File: src/adcc_params.svh
// Offsets, field positions, reset values and cycle counts of the converter control block.
`ifndef ADCC_PARAMS_SVH
`define ADCC_PARAMS_SVH

// Register indexes; the byte address on APB is four times the index.
`define ADCC_IDX_RES_LO   8'h78
`define ADCC_IDX_RES_HI   8'h79
`define ADCC_IDX_CSR      8'h7A
`define ADCC_IDX_TRG      8'h7B
`define ADCC_IDX_MUX      8'h7C

// Field positions in converter_control_status.
`define ADCC_CSR_EN       7
`define ADCC_CSR_START    6
`define ADCC_CSR_AUTO     5
`define ADCC_CSR_FLAG     4
`define ADCC_CSR_IE       3

// Field positions in input_reference_select.
`define ADCC_MUX_LEFT     5

`define ADCC_RST_BYTE     8'h00
`define ADCC_RST_RESULT   10'h000

// Converter clock cycles per conversion.
`define ADCC_FIRST_CYC    5'd25
`define ADCC_NORMAL_CYC   5'd13

`define ADCC_TRG_FREERUN  3'h0

// Channel codes of differential pairs.
`define ADCC_DIFF_LO      5'h08
`define ADCC_DIFF_HI      5'h1D

`endif

File: src/adcc_pkg.sv
// Types shared by the converter control block.
`default_nettype none

package adcc_pkg;

    typedef enum logic {ST_IDLE, ST_CONV} adcc_state_e;

    typedef logic [9:0] adcc_result_t;

    typedef struct packed {
        logic        psel;
        logic        penable;
        logic        pwrite;
        logic [11:0] paddr;
        logic [31:0] pwdata;
    } adcc_apb_req_s;

    typedef struct packed {
        logic [31:0] prdata;
        logic        pready;
        logic        pslverr;
    } adcc_apb_rsp_s;

    typedef struct packed {
        logic       power;
        logic [1:0] refSel;
        logic [4:0] chanSel;
        logic       convBusy;
        logic       initConv;
        logic       sampleTick;
    } adcc_front_s;

endpackage

`default_nettype wire

File: src/adcc_prescaler.sv
// Converter clock enable divider.
`timescale 1ns/100ps
`default_nettype none
`include "adcc_params.svh"

module adcc_prescaler
(
    input  wire logic       mclk,    // System clock.
    input  wire logic       rst_n,   // Asynchronous reset, active low.
    input  wire logic       run,     // Converter enabled.
    input  wire logic [2:0] divSel,  // Division select code.
    output logic            tick     // One-cycle converter clock enable.
);

    logic [6:0] cntFf;
    logic       tickFf;

    function automatic logic [6:0] div_last(input logic [2:0] code);
        case (code)
            3'h0, 3'h1: div_last = 7'd1;
            3'h2:       div_last = 7'd3;
            3'h3:       div_last = 7'd7;
            3'h4:       div_last = 7'd15;
            3'h5:       div_last = 7'd31;
            3'h6:       div_last = 7'd63;
            default:    div_last = 7'd127;
        endcase
    endfunction

    // Holding the counter at zero while disabled saves power and gives each enable a clean phase.
    always_ff @(posedge mclk or negedge rst_n)
    begin
        if (!rst_n)
            cntFf <= 7'd0;
        else if (!run)
            cntFf <= 7'd0;
        else if (cntFf >= div_last(divSel))
            cntFf <= 7'd0;
        else
            cntFf <= cntFf + 7'd1;
    end

    always_ff @(posedge mclk or negedge rst_n)
    begin
        if (!rst_n)
            tickFf <= 1'b0;
        else
            tickFf <= run && (cntFf >= div_last(divSel));
    end

    assign tick = tickFf;

    tick_stop_a: assert property (
        @(posedge mclk) disable iff (!rst_n) !run |=> !tick)
        else $error("converter clock ticks while disabled");

    div_two_a: assert property (
        @(posedge mclk) disable iff (!rst_n)
        tick && run && divSel == 3'h0 ##1 (run && divSel == 3'h0) [*2] |-> tick)
        else $error("divide by two period wrong");

endmodule

`default_nettype wire

File: src/adcc_ctrl.sv
// Register file and conversion sequencer of the successive-approximation converter.
`timescale 1ns/100ps
`default_nettype none
`include "adcc_params.svh"

module adcc_ctrl
(
    input  wire logic                  mclk,        // System clock, 20 MHz.
    input  wire logic                  rst_n,       // Asynchronous reset, active low.
    input  wire adcc_pkg::adcc_apb_req_s apbReq,    // APB request.
    output adcc_pkg::adcc_apb_rsp_s    apbRsp,      // APB response.
    input  wire logic [7:1]            trigIn,      // Auto-trigger source levels.
    input  wire logic                  globalIrqEn, // Processor global interrupt enable.
    input  wire logic                  irqAck,      // Interrupt vector executed.
    output logic                       irqReq,      // Conversion complete request.
    input  wire adcc_pkg::adcc_result_t coreResult, // Code from the converter core.
    output adcc_pkg::adcc_front_s      front        // Controls to the analog front end.
);
    import adcc_pkg::*;

    // ******************************************************************
    // Bus decode
    // ******************************************************************
    logic       accessPh;
    logic       setupPh;
    logic       wrAcc;
    logic       rdAcc;
    logic [7:0] regIdx;
    logic       aligned;

    function automatic logic idx_mapped(input logic [7:0] idx);
        idx_mapped = (idx >= `ADCC_IDX_RES_LO) && (idx <= `ADCC_IDX_MUX);
    endfunction

    function automatic logic is_diff(input logic [4:0] code);
        is_diff = (code >= `ADCC_DIFF_LO) && (code <= `ADCC_DIFF_HI);
    endfunction

    assign setupPh  = apbReq.psel && !apbReq.penable;
    assign accessPh = apbReq.psel && apbReq.penable;
    assign regIdx   = apbReq.paddr[9:2];
    assign aligned  = (apbReq.paddr[1:0] == 2'b00) && (apbReq.paddr[11:10] == 2'b00) && idx_mapped(regIdx);
    assign wrAcc    = accessPh && apbReq.pwrite && aligned;
    assign rdAcc    = accessPh && !apbReq.pwrite && aligned;

    logic csrWr;
    logic muxWr;
    logic trgWr;

    assign csrWr = wrAcc && (regIdx == `ADCC_IDX_CSR);
    assign muxWr = wrAcc && (regIdx == `ADCC_IDX_MUX);
    assign trgWr = wrAcc && (regIdx == `ADCC_IDX_TRG);

    // ******************************************************************
    // Control registers
    // ******************************************************************
    logic       enFf;
    logic       autoFf;
    logic       ieFf;
    logic [2:0] divFf;
    logic [1:0] refFf;
    logic       leftFf;
    logic [4:0] chanFf;
    logic [2:0] trgSelFf;
    logic       nxt_en;

    assign nxt_en = csrWr ? apbReq.pwdata[`ADCC_CSR_EN] : enFf;

    always_ff @(posedge mclk or negedge rst_n)
    begin
        if (!rst_n)
        begin
            enFf   <= 1'b0;
            autoFf <= 1'b0;
            ieFf   <= 1'b0;
            divFf  <= 3'h0;
        end
        else if (csrWr)
        begin
            enFf   <= nxt_en;
            autoFf <= apbReq.pwdata[`ADCC_CSR_AUTO];
            ieFf   <= apbReq.pwdata[`ADCC_CSR_IE];
            divFf  <= apbReq.pwdata[2:0];
        end
    end

    // The live copy always reads back what was written; the front end sees the latched copy while busy.
    always_ff @(posedge mclk or negedge rst_n)
    begin
        if (!rst_n)
        begin
            refFf  <= 2'h0;
            leftFf <= 1'b0;
            chanFf <= 5'h00;
        end
        else if (muxWr)
        begin
            refFf  <= apbReq.pwdata[7:6];
            leftFf <= apbReq.pwdata[`ADCC_MUX_LEFT];
            chanFf <= apbReq.pwdata[4:0];
        end
    end

    always_ff @(posedge mclk or negedge rst_n)
    begin
        if (!rst_n)
            trgSelFf <= 3'h0;
        else if (trgWr)
            trgSelFf <= apbReq.pwdata[2:0];
    end

    // ******************************************************************
    // Converter clock
    // ******************************************************************
    logic adcTick;

    adcc_prescaler u_prescaler
    (
        .mclk   (mclk),
        .rst_n  (rst_n),
        .run    (enFf),
        .divSel (divFf),
        .tick   (adcTick)
    );

    // ******************************************************************
    // Conversion sequencer
    // ******************************************************************
    adcc_state_e stateFf;
    logic [4:0]  cycCntFf;
    logic        firstFf;
    logic        firstPendFf;
    logic [1:0]  actRefFf;
    logic [4:0]  actChanFf;
    logic        trigPrevFf;
    logic        trigSig;
    logic        trigEdge;
    logic        enRise;
    logic        startWr;
    logic        convEnd;
    logic        freeRestart;
    logic        startReq;
    logic [4:0]  cycLast;

    assign enRise  = nxt_en && !enFf;
    assign startWr = csrWr && apbReq.pwdata[`ADCC_CSR_START] && nxt_en;
    // Code zero selects a constant low so switching to it never makes an edge.
    assign trigSig = (trgSelFf == `ADCC_TRG_FREERUN) ? 1'b0 : trigIn[trgSelFf];
    assign trigEdge = autoFf && enFf && trigSig && !trigPrevFf;
    assign cycLast  = firstFf ? (`ADCC_FIRST_CYC - 5'd1) : (`ADCC_NORMAL_CYC - 5'd1);
    assign convEnd  = (stateFf == ST_CONV) && adcTick && (cycCntFf == cycLast);
    assign freeRestart = convEnd && autoFf && (trgSelFf == `ADCC_TRG_FREERUN) && nxt_en;
    assign startReq = nxt_en && (((stateFf == ST_IDLE) && (startWr || trigEdge)) || freeRestart);

    always_ff @(posedge mclk or negedge rst_n)
    begin
        if (!rst_n)
            trigPrevFf <= 1'b0;
        else
            trigPrevFf <= trigSig;
    end

    always_ff @(posedge mclk or negedge rst_n)
    begin
        if (!rst_n)
            stateFf <= ST_IDLE;
        else
        begin
            case (stateFf)
                ST_IDLE:
                begin
                    if (startReq)
                        stateFf <= ST_CONV;
                end
                ST_CONV:
                begin
                    if (!nxt_en)
                        stateFf <= ST_IDLE;
                    else if (convEnd && !freeRestart)
                        stateFf <= ST_IDLE;
                end
                default:
                    stateFf <= ST_IDLE;
            endcase
        end
    end

    always_ff @(posedge mclk or negedge rst_n)
    begin
        if (!rst_n)
            cycCntFf <= 5'd0;
        else if (startReq)
            cycCntFf <= 5'd0;
        else if ((stateFf == ST_CONV) && adcTick)
            cycCntFf <= cycCntFf + 5'd1;
    end

    always_ff @(posedge mclk or negedge rst_n)
    begin
        if (!rst_n)
            firstPendFf <= 1'b0;
        else if (!nxt_en || startReq)
            firstPendFf <= 1'b0;
        else if (enRise)
            firstPendFf <= 1'b1;
    end

    always_ff @(posedge mclk or negedge rst_n)
    begin
        if (!rst_n)
        begin
            firstFf   <= 1'b0;
            actRefFf  <= 2'h0;
            actChanFf <= 5'h00;
        end
        else if (startReq)
        begin
            firstFf   <= firstPendFf || enRise;
            actRefFf  <= muxWr ? apbReq.pwdata[7:6] : refFf;
            actChanFf <= muxWr ? apbReq.pwdata[4:0] : chanFf;
        end
    end

    // ******************************************************************
    // Result, lock and completion flag
    // ******************************************************************
    adcc_result_t resFf;
    logic         lockFf;
    logic         flagFf;
    logic         flagClr;
    logic         resUpd;

    assign resUpd  = convEnd && !lockFf;
    assign flagClr = irqAck || (csrWr && apbReq.pwdata[`ADCC_CSR_FLAG]);

    // The core gives offset binary for pairs; flipping the top bit yields two's complement.
    always_ff @(posedge mclk or negedge rst_n)
    begin
        if (!rst_n)
            resFf <= `ADCC_RST_RESULT;
        else if (resUpd)
            resFf <= is_diff(actChanFf) ? {~coreResult[9], coreResult[8:0]} : coreResult;
    end

    // A low byte read freezes the pair so the two halves belong to one conversion, except when one ends in the setup or access cycle of that read.
    always_ff @(posedge mclk or negedge rst_n)
    begin
        if (!rst_n)
            lockFf <= 1'b0;
        else if (rdAcc && (regIdx == `ADCC_IDX_RES_LO))
            lockFf <= 1'b1;
        else if (rdAcc && (regIdx == `ADCC_IDX_RES_HI))
            lockFf <= 1'b0;
    end

    // A completion in the same cycle as a clear wins, so no event is lost.
    always_ff @(posedge mclk or negedge rst_n)
    begin
        if (!rst_n)
            flagFf <= 1'b0;
        else if (resUpd)
            flagFf <= 1'b1;
        else if (flagClr)
            flagFf <= 1'b0;
    end

    assign irqReq = flagFf && ieFf && globalIrqEn;

    // ******************************************************************
    // Read data and front end
    // ******************************************************************
    logic [7:0] rdByte;
    logic [31:0] prdataFf;

    always_comb
    begin
        rdByte = 8'h00;
        case (regIdx)
            `ADCC_IDX_RES_LO: rdByte = leftFf ? {resFf[1:0], 6'h00} : resFf[7:0];
            `ADCC_IDX_RES_HI: rdByte = leftFf ? resFf[9:2] : {6'h00, resFf[9:8]};
            `ADCC_IDX_CSR:    rdByte = {enFf, (stateFf == ST_CONV), autoFf, flagFf, ieFf, divFf};
            `ADCC_IDX_TRG:    rdByte = {5'h00, trgSelFf};
            `ADCC_IDX_MUX:    rdByte = {refFf, leftFf, chanFf};
            default:          rdByte = 8'h00;
        endcase
    end

    always_ff @(posedge mclk or negedge rst_n)
    begin
        if (!rst_n)
            prdataFf <= 32'h0000_0000;
        else if (setupPh)
            prdataFf <= {24'h00_0000, rdByte};
    end

    assign apbRsp.prdata  = prdataFf;
    assign apbRsp.pready  = 1'b1;
    assign apbRsp.pslverr = accessPh && !aligned;

    // The core decodes reference and channel codes into switch settings.
    assign front.power      = enFf;
    assign front.refSel     = (stateFf == ST_CONV) ? actRefFf : refFf;
    assign front.chanSel    = (stateFf == ST_CONV) ? actChanFf : chanFf;
    assign front.convBusy   = (stateFf == ST_CONV);
    assign front.initConv   = (stateFf == ST_CONV) && firstFf;
    assign front.sampleTick = (stateFf == ST_CONV) && adcTick;

    // ******************************************************************
    // Assertions
    // ******************************************************************
    logic [4:0] tickSeen;

    always_ff @(posedge mclk or negedge rst_n)
    begin
        if (!rst_n)
            tickSeen <= 5'd0;
        else if (startReq)
            tickSeen <= 5'd0;
        else if ((stateFf == ST_CONV) && adcTick)
            tickSeen <= tickSeen + 5'd1;
    end

    ref_hold_a: assert property (
        @(posedge mclk) disable iff (!rst_n)
        front.convBusy && $past(front.convBusy) && !$past(startReq) |-> front.refSel == $past(front.refSel))
        else $error("reference changed mid conversion");

    chan_hold_a: assert property (
        @(posedge mclk) disable iff (!rst_n)
        front.convBusy && $past(front.convBusy) && !$past(startReq) |-> front.chanSel == $past(front.chanSel))
        else $error("channel changed mid conversion");

    conv_len_a: assert property (
        @(posedge mclk) disable iff (!rst_n)
        convEnd |-> (tickSeen + 5'd1) == (firstFf ? 5'd25 : 5'd13))
        else $error("conversion length wrong");

    flag_set_a: assert property (
        @(posedge mclk) disable iff (!rst_n)
        resUpd |=> flagFf && resFf == $past(is_diff(actChanFf) ? {~coreResult[9], coreResult[8:0]} : coreResult))
        else $error("flag or result not updated at completion");

    flag_clear_a: assert property (
        @(posedge mclk) disable iff (!rst_n)
        flagFf && irqAck && !resUpd |=> !flagFf)
        else $error("acknowledge did not clear flag");

    irq_gate_a: assert property (
        @(posedge mclk) disable iff (!rst_n)
        irqReq |-> flagFf && ieFf && globalIrqEn)
        else $error("interrupt without all enables");

    abort_a: assert property (
        @(posedge mclk) disable iff (!rst_n)
        !enFf |-> !front.convBusy)
        else $error("conversion runs while disabled");

    busy_read_a: assert property (
        @(posedge mclk) disable iff (!rst_n)
        setupPh && regIdx == `ADCC_IDX_CSR |=> prdataFf[6] == $past(front.convBusy))
        else $error("start bit does not mirror busy");

    lock_hold_a: assert property (
        @(posedge mclk) disable iff (!rst_n)
        lockFf |=> resFf == $past(resFf))
        else $error("result changed while locked");

    first_conv_c: cover property (@(posedge mclk) disable iff (!rst_n) convEnd && firstFf);
    locked_end_c: cover property (@(posedge mclk) disable iff (!rst_n) convEnd && lockFf);
    auto_trig_c:  cover property (@(posedge mclk) disable iff (!rst_n) trigEdge && startReq);
    free_run_c:   cover property (@(posedge mclk) disable iff (!rst_n) freeRestart);

endmodule

`default_nettype wire

File: config.mk
export PLATFORM = sky130hd
export DESIGN_NAME = adcc_ctrl
export DESIGN_NICKNAME = d
export VERILOG_FILES = /design/src/adcc_pkg.sv /design/src/adcc_prescaler.sv /design/src/adcc_ctrl.sv
export VERILOG_INCLUDE_DIRS = /design/src /design/src/src
export SDC_FILE = /design/constraint.sdc
export NUM_CORES = 1
export LEC_CHECK = 0
export ABC_AREA = 1
export ABC_CLOCK_PERIOD_IN_PS = 1700
export BUFFER_PORTS_ARGS = -buffer_cell sky130_fd_sc_hd__buf_2
export CAP_MARGIN = 15
export CORE_MARGIN = 5
export CORE_UTILIZATION = 46
export CTS_CLUSTER_SIZE = 30
export DETAILED_ROUTE_END_ITERATION = 7
export HOLD_SLACK_MARGIN = 0.03
export PLACE_DENSITY = 0.77
export SLEW_MARGIN = 20
export SYNTH_ARGS = -nofsm -noshare
export SYNTH_HDL_FRONTEND = slang
export SYNTH_SLANG_ARGS = --single-unit
File: constraint.sdc
create_clock -name mclk -period 1.7 [get_ports mclk]
set_input_delay 0.085 -clock mclk [delete_from_list [all_inputs] [get_ports mclk]]
set_output_delay 0.085 -clock mclk [all_outputs]
set_load 0.02 [all_outputs]
Word-level counts from Yosys, hierarchy flattened
Index checks and enable logic that the tools add are counted.
W data, S select, Z words.
- bits in writable memories: 0
- memories: 0
- input port bits: 68
- flip-flop bits (word level): 61
- logic and storage cells: 131
- latch bits: 0
- output and inout bits: 46
- bits in read-only memories: 0
- eq/ne operators: 12
- mux-type cells: 29
- shift-type cells: 0
- magnitude comparators: 7
- add/subtract/negate cells: 2
- bitwise gates (word level): 2
- $mul: 0
- reductions and logical operators: 58
- div/mod/pow operators: 0
- operators by type and width (operator ; number):
    $pmux W7 S6 ; 1
    $eq A8 B7 Y1 const B ; 5
    $pmux W8 S5 ; 1
    $logic_and A1 B1 Y1 ; 36
    $mux W5 ; 5
    $mux W7 ; 3
    $mux W8 ; 2
    $ge A7 B7 Y1 ; 2
    $mux W1 ; 12
    $mux W10 ; 1
    $eq A3 B3 Y1 const B ; 3
    $ge A8 B7 Y1 const B ; 1
    $le A8 B7 Y1 const B ; 1
    $logic_not A1 Y1 ; 8
    $reduce_bool A2 Y1 ; 4
    $add A7 B1 Y7 const B ; 1
    $eq A3 B2 Y1 const B ; 2
    $logic_not A3 Y1 ; 2
    $add A5 B1 Y5 const B ; 1
    $eq A5 B5 Y1 ; 1
    $ge A5 B4 Y1 const B ; 1
    $le A5 B5 Y1 const B ; 1
    $logic_or A1 B1 Y1 ; 5
    $logic_not A2 Y1 ; 2
    other kinds (7) ; 9

Depth between registers and ports, before layout
Gate-level depths: netlist of the first run.
- depth after elaboration: 13
- mapped depth: 14
- depth with buffers taken out: 14

Hierarchy
A second synthesis of the first run with hierarchy kept.
- cells, all modules: 468
- area, all modules: 3624.7 sq um
- modules (own cells, without submodules) (module ; sequential area each (sq um) ; area an instance (sq um) ; times used ; cells an instance):
    adcc_ctrl ; 1326.3 ; 3054.2 ; 1 ; 391
    adcc_prescaler ; 200.2 ; 570.5 ; 1 ; 77

Worst setup path before layout of the first run
No wires, ideal clock.
- path kind: register to register
- from: register stateFf
- to: register actChanFf[4]
- buffers on the path: 1
- cell stages (with the launch flop): 11
- required time: 1635 ps
- setup time: 65 ps
- clock period less this slack: 1690 ps
- setup slack: 10 ps
- arrival: 1625 ps
- path through: dfrtp_1 > nand2_2 > clkinv_2 > nand3_1 > or3b_1 > nor2_2 > nand2_4 > nand2_8 > buf_12 > nand3_2 > nand2_1
- RTL lines (what ; RTL line ; source):
    start, declared ; adcc_ctrl.sv:129 ; adcc_state_e stateFf;
    start signal, assigned ; adcc_ctrl.sv:166 ; stateFf <= ST_IDLE;
    start signal, assigned ; adcc_ctrl.sv:173 ; stateFf <= ST_CONV;
    start signal, assigned ; adcc_ctrl.sv:178 ; stateFf <= ST_IDLE;
    end signal, assigned ; adcc_ctrl.sv:220 ; actChanFf <= muxWr ? apbReq.pwdata[4:0] : chanFf;
    end, declared ; adcc_ctrl.sv:134 ; logic [4:0] actChanFf;

Worst setup path after layout of the first run
- from: register cycCntFf[0]
- to: register resFf[3]
- word-level cells in the longest chain between the ends: 3
- ends and longest elaborated chain (what ; RTL line ; source):
    start, declared ; adcc_ctrl.sv:130 ; logic [4:0] cycCntFf;
    start signal, assigned ; adcc_ctrl.sv:195 ; cycCntFf <= cycCntFf + 5'd1;
    $eq A5 B5 Y1 ; adcc_ctrl.sv:151 ; assign convEnd = (stateFf == ST_CONV) && adcTick && (cycCntFf == cycLast);
    $logic_and A1 B1 Y1 ; adcc_ctrl.sv:151 ;
    $logic_and A1 B1 Y1 ; adcc_ctrl.sv:233 ; assign resUpd = convEnd && !lockFf;
    end signal, assigned ; adcc_ctrl.sv:240 ; resFf <= `ADCC_RST_RESULT;
    end signal, assigned ; adcc_ctrl.sv:242 ; resFf <= is_diff(actChanFf) ? {~coreResult[9], coreResult[8:0]} : coreResult;
    end, declared ; adcc_ctrl.sv:227 ; adcc_result_t resFf;
No other way between the ends.
A chain may end at the register's enable or synchronous reset.

==> results_dict.tcl, run 1 <==
set metrics [dict create \
    chipWidth_um 98.7 \
    grt.total_usage_pct 18.6 \
    synth-seq-cells 61 \
    synth-async-reset-ratio_pct 100 \
    grt.met3_usage_pct 2.97 \
    synth.yosys.seq_area_share_pct 42.2 \
    netlist_instances 441 \
    grtUsageMet1_pct 25.3 \
    vias 3276 \
    crit_buf_inv 3 \
    cp_slowest_cell "or3b_4" \
    hp-class "primary input to flip-flop" \
    fin_nets 626 \
    vias_per_cell 5.01 \
    drc 0 \
    drt_iter0_markers 255 \
    max_freq_mhz 586 \
    ant_nets 0 \
    syn_to_final_growth_pct 26.5 \
    n_antenna_cell 0 \
    synth_area_um2 3620 \
    powerDensity_nw_per_um2 628 \
    clk_pin_slew_ns 0.07 \
    required_ns 1.96 \
    finalHoldViolCount 0 \
    yosys_warnings 0 \
    io_buffers 64 \
    post_drt_wl_per_cell_um 13.9 \
    drive_above_1_share_pct 31.9 \
    design.core.area_um2 7690 \
    grt_pass1_vias 3123 \
    synth_cell_types 45 \
    die_area_um2 9740 \
    cts_buffer_depth 2 \
    path_delay_family "simple AND/OR/NAND/NOR gates" \
    status "complete, but fails checks" \
    cts_buffers 9 \
    grt_setup_unrepaired "true" \
    finClkSkew_ns 0.00941 \
    cpPeakStageDelay_ns 0.41 \
    gp_congestion 0.956 \
    drt-total-wl_mm 9.08 \
    critPathKind "flip-flop to flip-flop" \
    drv_slew 0 \
    ys.flop_type "dfrtp_1" \
    place_ws_ns -0.115 \
    grt_overflow 0 \
    p_leak_uw 0.00239 \
    fin_crit_sh_pct 100 \
    worst_slack_ns -0.00667 \
    crit_path_max_fanout 6 \
    setup_violations 2 \
    crit_chain "inv_2, ha_4, nand3_2, or3b_4, buf_6, nor2_4, buf_4, nand2_1, o21ai_0" \
    place_inst 621 \
    start_util_pct 47.1 \
    clk_latency_ns 0.34 \
    busiest_layer "met2" \
    grt_antenna_before_repair 0 \
    die_y_um 98.7 \
    rrSetupSlack_ns -0.007 \
    dp_hpwl_mm 6.62 \
    cts_tree "done" \
    start_kind "flip-flop" \
    grt_first_pass_wirelength_mm 14.7 \
    io_pins 114 \
    drv_cap 0 \
    rows 32 \
    dr.pass1.iters 7 \
    synth_edf_count 0 \
    worstPathArrival_ns 1.97 \
    finalCriticalPeriod_ns 1.71 \
    ir_worst_vdd_mv 0.445 \
    setup.worst_path.end_class "flip-flop" \
    grt_max_degree 62 \
    clock_tree.root_cell "clkbuf_8" \
    failed_checks "negative setup slack" \
    instances_no_fill 654 \
    cts.sinks 61 \
    grt_use_met2_pct 29.5 \
    cts-htree-levels 3 \
    syn_avg_cell_area_um2 8.21 \
]
==> worst reg2reg max path, cell delays in order (launching register included) <==
cell     delay, ns
dfrtp_1       0.39
inv_2         0.07
ha_4          0.13
nand3_2       0.05
or3b_4        0.41
buf_6         0.14
nor2_4        0.15
buf_4         0.17
nand2_1       0.06
o21ai_0       0.06
==> cells by family (layout without fill, tap and decap cells) <==
group | after synthesis | count (layout) | synth area share, %
AND/OR/NAND/NOR | 202 | 203 | 27.9
buffers and inverters | 83 | 170 | 12.1
AO/OA/AOI/OAI | 73 | 73 | 11.8
flip-flops | 61 | 61 | 42.2
adder cells (fa/ha/maj) | 9 | 9 | 3.11
XOR/XNOR | 9 | 9 | 2.18
other | 2 | 25 | 0.208
multiplexers | 2 | 2 | 0.553
==> flip-flops by register name (all words and copies together) (netlist names), 2 cells and up <==
| name | count |
|---|---|
| actRefFf | 2 |
| chanFf | 5 |
| u_prescaler.cntFf | 7 |
| actChanFf | 5 |
| divFf | 3 |
| trgSelFf | 3 |
| refFf | 2 |
| resFf | 10 |
| cycCntFf | 5 |
| prdataFf | 8 |
==> layout make-up <==
type	count	area, um2
Sequential cell	61	1530
Inverter	49	188
Multi-Input combinational cell	321	1840
Clock buffer	12	155
Tap cell	102	128
Fill cell	682	3110
Timing Repair Buffer	107	729
Clock inverter	2	10.0
==> placed cells by master (no fill, tap or decap), types with 5 or more instances in the layout <==
cell and n:
nand2_4 7, o21ai_0 32, dfrtp_1 58, o21ai_1 7, nand2_1 96, nand3_1 21, buf_2 64, nor2_1 28
nand3_2 6, conb_1 25, nor3_1 6, a21oi_1 9, clkbuf_8 11, xor2_1 7, a21oi_2 7, nand2_2 18
buf_4 22, o22ai_1 5, ha_1 8, dlygate4sd3_1 15, inv_1 39, inv_2 8
==> power by group <==
group | internal [uW] | switching (uW)
Clock | 588 | 540
Sequential | 1470 | 7.23
Combinational | 96.4 | 178
==> synthesized netlist by cell type (2+ instances only) <==
library cell	count	area, um2
inv_1	44	165
ha_1	9	113
buf_4	27	203
conb_1	2	7.51
o211ai_1	3	22.5
nand2_4	7	78.8
xor2_1	7	61.3
dfrtp_1	61	1530
o21ai_0	40	200
o21bai_1	2	15.0
nor2_1	28	105
nand3_1	22	110
nand2_1	108	405
mux2i_1	2	20.0
o22ai_1	5	31.3
nand3_4	2	35.0
buf_2	2	10.0
nor3_1	6	30.0
xnor2_1	2	17.5
nand2_2	6	37.5
clkbuf_1	3	11.3
a21oi_1	10	50.1
nand3_2	5	50.1
nor2_2	6	37.5
nor2_4	2	22.5
inv_2	4	15.0
a21oi_2	6	52.6
nand4_1	3	18.8
==> routing by layer <==
| metal | routed length (um) | vias up |
|---|---|---|
| met5 | 0 | - |
| met4 | 246 | 0 |
| met3 | 708 | 29 |
| met2 | 4270 | 150 |
| met1 | 3860 | 1504 |
| li1 | - | 1593 |
==> stage by stage <==
step,TNS [ns],utilization [%],power [uW],instance area [um2],hold WS (ns)
after floorplan,0,-,1670,3700,-0.211
after global placement,-0.00145,53.7,1740,4130,0.117
after detailed placement,-0.326,53.7,1740,4130,0.124
after CTS,-0.0125,58.6,2890,4510,0.0475
after global routing,-1.37,59.6,2990,4580,0.0798
final,-0.00822,59.6,2870,4580,0.0462
==> repair_timing <==
| action | 4_1_cts | 5_1_grt |
|---|---|---|
| pin swaps | 8 | 9 |
| gates cloned | 1 | 1 |
| hold buffers | 15 | 0 |
| endpoints found under the hold margin | 75 | 0 |
| endpoints found under the setup margin | 17 | 34 |
| resized for setup | 12 | 32 |
| buffers inserted | 2 | 0 |
==> final timing paths <==
| kind | startpoint | endpoint | cells after the start |
|---|---|---|---|
| setup / recovery | cycCntFf[0]$_DFFE_PN0P_ | resFf[3]$_DFFE_PN0P_ | 9 |
| hold / removal | apbReq[4] | flagFf$_DFFE_PN0P_ | 4 |
| setup reg to reg | cycCntFf[0]$_DFFE_PN0P_ | resFf[3]$_DFFE_PN0P_ | 9 |
| hold reg to reg | prdataFf[3]$_DFFE_PN0P_ | prdataFf[3]$_DFFE_PN0P_ | 2 |
| max in group asynchronous | rst_n | trgSelFf[0]$_DFFE_PN0P_ | 3 |
| min in group asynchronous | rst_n | actChanFf[0]$_DFFE_PN0P_ | 3 |
Power figures use the tool's default switching activity.
==> run 2, diff against run 1 <==
- PLACE_DENSITY: 0.77 -> not set
- PLACE_DENSITY_LB_ADDON: not set -> 0.08
- TNS_END_PERCENT: not set -> 10
==> results_dict.tcl, run 2 (same netlist as run 1, synthesis figures left out) <==
set metrics [dict create \
    status "complete, but fails checks" \
    failed_checks "negative setup slack" \
    grt_pass1_vias 3079 \
    whs_path_depth 3 \
    fin_nets 635 \
    drc 0 \
    drv_slew 0 \
    cts_buffers 9 \
    hold_start "apbReq[1]" \
    cts.sinks 61 \
    clk_latency_ns 0.35 \
    critPathKind "flip-flop to flip-flop" \
    setup_violations 1 \
    clock_power_share_pct 48.2 \
    post_drt_wl_per_cell_um 13.6 \
    reg.largest.list "resFf (10), prdataFf (8), u_prescaler.cntFf (7)" \
    startpoint "cycCntFf[1]$_DFFE_PN0P_" \
    rrSetupSlack_ns -0.004 \
    finalHoldViolCount 0 \
    n_antenna_cell 0 \
    finalCriticalPeriod_ns 1.70 \
    ir_worst_vdd_mv 0.381 \
    dp_hpwl_mm 6.57 \
    grt_antenna_before_repair 0 \
    p_total_uw 3370 \
    vias 3167 \
    cts-htree-levels 3 \
    p_leak_uw 0.00247 \
    start_kind "flip-flop" \
    design.core.area_um2 7690 \
    p_int_uw 2610 \
    grt_setup_unrepaired "true" \
    hp-class "primary input to flip-flop" \
    worst_slack_ns -0.00411 \
    clk_pin_slew_ns 0.07 \
    cts_tree "done" \
    drv_cap 0 \
    crit_chain "inv_2, ha_4, nand3_2, or3b_4, nor2_4, nand2_4, nand2_8, nand2_8, nand2_1, nand2_1" \
    die_y_um 98.7 \
    drt_iter0_markers 139 \
    final_common_cell "nand2_1" \
    chipWidth_um 98.7 \
    cp_slowest_cell "or3b_4" \
    max_freq_mhz 587 \
    clock_tree.root_cell "clkbuf_8" \
    die_area_um2 9740 \
    syn_to_final_growth_pct 30.5 \
    largest_reg_flops 10 \
    io_buffers 64 \
    instances_no_fill 664 \
    gp_congestion 0.831 \
    worstHoldEndpoint "trgSelFf[1]$_DFFE_PN0P_" \
    fin_crit_sh_pct 100 \
    p_switching_uw 758 \
    comb_power_share_pct 8.1 \
    ant_nets 0 \
    reg2reg_from "cycCntFf[1]$_DFFE_PN0P_" \
    worstPathArrival_ns 1.94 \
    setup.worst_path.end_class "flip-flop" \
    place_inst 625 \
    dr.pass1.iters 4 \
    placed_cell_area_um2 4160 \
    finClkSkew_ns 0.00833 \
    layout_common_cells "98 x nand2_1, 64 x buf_2, 58 x dfrtp_1" \
    grt_first_pass_wirelength_mm 15.0 \
    powerDensity_nw_per_um2 713 \
    start_util_pct 47.1 \
    drt-total-wl_mm 9.06 \
    required_ns 1.93 \
    timing.setup.tns_ns -0.00411 \
    io_pins 114 \
    drive_above_1_share_pct 32.6 \
    grt.total_usage_pct 19.3 \
    grt_overflow 0 \
    crit_path_max_fanout 8 \
    worstReg2RegEnd "actChanFf[0]$_DFFE_PN0P_" \
    vias_per_cell 4.77 \
    regMostFlops "resFf" \
    cts_buffer_depth 2 \
    cpPeakStageDelay_ns 0.40 \
    swShare_pct 22.5 \
    p_seq_share_pct 43.7 \
    final_area_um2 4720 \
    rr_worst_depth 10 \
    grt_max_degree 62 \
    rows 32 \
]
-- run 2: power by group through the flow --
stage	logic, uW	clock network [uW]	registers, uW
2_1_floorplan	149	0	1520
3_3_place_gp	244	0	1500
3_5_place_dp	244	0	1500
4_1_cts	274	1640	1470
5_1_grt	302	1710	1470
6_report	274	1620	1470
-- run 2: how the worst max path moves through the flow --
stage                               end  depth (start not counted)  slack [ns]
2_1_floorplan  actChanFf[4]$_DFFE_PN0P_                         10        0.01
3_3_place_gp    actRefFf[1]$_DFFE_PN0P_                         10       -0.04
3_5_place_dp    actRefFf[1]$_DFFE_PN0P_                         10       -0.06
4_1_cts        actChanFf[2]$_DFFE_PN0P_                         10       -0.02
5_1_grt         actRefFf[0]$_DFFE_PN0P_                         10       -0.07
6_report       actChanFf[0]$_DFFE_PN0P_                         10      -0.004
-- run 2: per-layer routing --
layer,up-vias,global-route usage (%),wire length [um]
li1,1611,-,-
met4,0,6.93,116
met2,94,29.1,4000
met3,8,3.75,603
met5,-,0,0
met1,1454,27.6,4350
-- run 2: metrics by stage --
step | utilization (%) | worst slack (ns) | hold slack, ns
2_1_floorplan | - | 0.0101 | -0.211
3_3_place_gp | 54.1 | -0.0356 | 0.121
3_5_place_dp | 54.1 | -0.0650 | 0.120
4_1_cts | 60.5 | -0.0227 | 0.0617
5_1_grt | 61.4 | -0.0723 | 0.0957
6_report | 61.4 | -0.00411 | 0.0647
-- run 2: critical path: cells and delay by family, from the launching register on --
kind	cells	cell delay (ns)
DFF	1	0.38
and+or+nand+nor	8	1.00
buffers and inverters	1	0.09
adders and majority gates	1	0.14
-- run 2: final cells by class --
class | count | area, um2
Fill cell | 701 | 2970
Multi-Input combinational cell | 320 | 1820
Sequential cell | 61 | 1530
Timing Repair Buffer | 117 | 807
Inverter | 49 | 188
Clock buffer | 11 | 151
Tap cell | 102 | 128
Clock inverter | 4 | 95.1
-- run 2: what timing repair did --
action | CTS | global route
gates resized for setup | 19 | 18
setup endpoints to repair | 30 | 33
setup buffers | 3 | 5
hold buffers | 16 | 0
endpoints found under the hold margin | 76 | 0
pin swaps | 11 | 7
cloned | 0 | 0
==> run 3, diff against run 2 <==
- HOLD_SLACK_MARGIN: 0.03 -> not set
- RECOVER_POWER: not set -> 25
- SYNTH_HIERARCHICAL: not set -> 1
==> results_dict.tcl, run 3 <==
set metrics [dict create \
    die_area_um2 9760 \
    finalHoldViolCount 0 \
    cts_buffers 9 \
    final_common_cell "nand2_1" \
    rrSetupSlack_ns 0.08 \
    setup_violations 0 \
    start_kind "flip-flop" \
    rows 32 \
    io_buffers 64 \
    crit_buf_inv 0 \
    fin_crit_sh_pct 95.0 \
    setup.worst_path.end "u_prescaler/cntFf[6]$_DFF_PN0_" \
    fin_nets 659 \
    vias 3282 \
    cpPeakStageDelay_ns 0.45 \
    critPathKind "flip-flop to flip-flop" \
    hp-class "primary input to flip-flop" \
    setup.worst_path.end_class "flip-flop" \
    clk_pin_slew_ns 0.07 \
    seqCellArea_um2 1530 \
    cp.depth 8 \
    chipWidth_um 98.8 \
    fill_cells 721 \
    drt-total-wl_mm 9.16 \
    synth-async-reset-ratio_pct 100 \
    p_int_uw 2580 \
    synth-compound-area-share_pct 11.7 \
    ys.flop_type "dfrtp_1" \
    drv_cap 0 \
    synth-xor-area-share_pct 1.21 \
    syn_to_final_growth_pct 27.2 \
    ir_worst_vdd_mv 0.499 \
    synth.yosys.seq_area_share_pct 42.1 \
    drc 0 \
    final_area_um2 4610 \
    grt_first_pass_wirelength_mm 15.1 \
    synth_cell_types 41 \
    synth_fa_ha_area_share_pct 3.11 \
    cts_tree "done" \
    regMostFlops "resFf" \
    required_ns 1.97 \
    timing.setup.tns_ns 0 \
    comb_power_share_pct 8.1 \
    cts_buffer_depth 2 \
    worstPathArrival_ns 1.88 \
    drv_slew 0 \
    grt_pass1_vias 3086 \
    netlist_instances 468 \
    finClkSkew_ns 0.00789 \
    crit_path_max_fanout 7 \
    drive_above_1_share_pct 26.6 \
    cts.sinks 61 \
    finalCriticalPeriod_ns 1.62 \
    powerDensity_nw_per_um2 721 \
    post_drt_wl_per_cell_um 13.3 \
    reg2reg_from "divFf[1]$_DFFE_PN0N_" \
    layout_common_cells "144 x nand2_1, 64 x buf_2, 59 x dfrtp_1" \
    grt_antenna_before_repair 0 \
    crit_chain "or2_1, nand2_1, ha_1, nand2_1, nand2_1, a21oi_2, nand2_2, nor2_1" \
    synth-seq-cells 61 \
    yosys.area_share.simple_pct 27.9 \
    tightest_slew_ns 0.820 \
    clock_tree.root_cell "clkbuf_8" \
    clock_power_share_pct 47.5 \
    swShare_pct 22.5 \
    crit_path_frequent_cell "nand2_1" \
    design.core.area_um2 7690 \
    reg.largest.list "resFf (10), prdataFf (8), u_prescaler/cntFf (7)" \
    synth.area.top_cells "dfrtp_1 42%, nand2_1 15%, buf_4 5.6%, inv_1 4.9%, o21ai_0 4.1%" \
    grt.total_usage_pct 19.1 \
    p_switching_uw 749 \
    slew_headroom_pct 45.4 \
    synth_top_area_share_pct 42.1 \
    io_pins 114 \
    clk_latency_ns 0.34 \
    p_seq_share_pct 44.4 \
    syn_avg_cell_area_um2 7.75 \
    hold_start "apbReq[5]" \
    startpoint "divFf[1]$_DFFE_PN0N_" \
    largest_reg_flops 10 \
    dr.pass1.iters 4 \
    synth_area_um2 3620 \
    dp_hpwl_mm 6.89 \
    n_antenna_cell 0 \
    start_util_pct 47.2 \
    synth_common_cells "147 x nand2_1, 61 x dfrtp_1, 47 x inv_1" \
    grt_setup_unrepaired "true" \
    rr_worst_depth 8 \
    synth.area.mux_share_pct 1.21 \
    yosysMostFrequentCell "nand2_1" \
    ant_nets 0 \
    die_y_um 98.8 \
    p_leak_uw 0.00244 \
    synth_top_family_by_area "simple AND/OR/NAND/NOR gates" \
    yosys.area.top_type "dfrtp_1" \
    vias_per_cell 4.76 \
    placed_cell_area_um2 4180 \
    max_freq_mhz 619 \
    drt_iter0_markers 132 \
    grt_max_degree 62 \
    multi_input_area_um2 1760 \
    synth_edf_count 0 \
    p_total_uw 3330 \
    gp_congestion 0.967 \
    cp_slowest_cell "dfrtp_2" \
    grt_overflow 0 \
    cts-htree-levels 3 \
    worstReg2RegEnd "u_prescaler/cntFf[6]$_DFF_PN0_" \
    yosys_warnings 6 \
    path_delay_family "simple AND/OR/NAND/NOR gates" \
    status "finished, final reports clean" \
]
[run 3: how the worst min path moves through the flow]
stage,to,slack (ns),depth (start not counted)
after floorplan,actChanFf[0]$_DFFE_PN0P_,-0.21,0
after global placement,cycCntFf[2]$_DFFE_PN0P_,0.12,2
after detailed placement,cycCntFf[2]$_DFFE_PN0P_,0.12,2
after CTS,refFf[1]$_DFF_PN0_,0.05,2
after global routing,refFf[0]$_DFF_PN0_,0.06,2
final,leftFf$_DFFE_PN0P_,0.06,3
[run 3: layout make-up]
class / count / area share, %
sequential: 61 / 33.2
tap: 102 / 2.77
clock inverter: 4 / 2.06
multi-input combinational: 342 / 38.1
inverter: 52 / 4.29
clock buffer: 12 / 3.15
timing repair buffer: 116 / 16.5
[run 3: metrics by stage]
stage / hold slack (ns) / util (%) / instances / worst slack, ns
finish: 0.0573 / 60.0 / 689 / 0.0846
global route: 0.0570 / 60.0 / 689 / -0.0448
CTS: 0.0468 / 59.3 / 684 / 0.0171
detailed placement: 0.124 / 54.4 / 655 / 0.00222
global placement: 0.124 / 54.4 / 655 / 0.0305
floorplan: -0.211 / - / 491 / 0.144
[run 3: cell families after synthesis]
family                     Yosys count
adders and majority gates            9
DFF                                 61
muxes                                4
xor gates and xnor gates             5
other                                2
buffers and inverters               88
and+or+nand+nor                    232
AOI/OAI and AO/OA                   67
[run 3: power by group through the flow]
| stage | registers [uW] | clock network, uW | logic [uW] |
|---|---|---|---|
| after floorplan | 1520 | 0 | 149 |
| after global placement | 1500 | 0 | 250 |
| after detailed placement | 1500 | 0 | 252 |
| after CTS | 1480 | 1600 | 276 |
| after global routing | 1480 | 1660 | 299 |
| final | 1480 | 1580 | 271 |
[run 3: worst min-delay path, cell delays in order]
cell and delay, ns:
buf_2 0.09, inv_1 0.08, o21ai_0 0.09
[run 3: metal layers]
metal / wire length (um) / up-vias / track usage [%] / share of wire (%)
li1: - / 1688 / - / -
met1: 4430 / 1482 / 28.2 / 48
met2: 4110 / 105 / 28.6 / 45
met3: 549 / 7 / 3.61 / 6.0
met4: 67 / 0 / 5.57 / 0.73
met5: 0 / - / 0 / 0
[run 3: what timing repair did]
item                                   CTS  global route
setup buffers                            0             4
endpoints found under the hold margin   73             0
pin swaps                                0             9
gates resized for setup                  1            15
hold buffers                            13             0
setup endpoints to repair                6            31
cloned                                   0             1
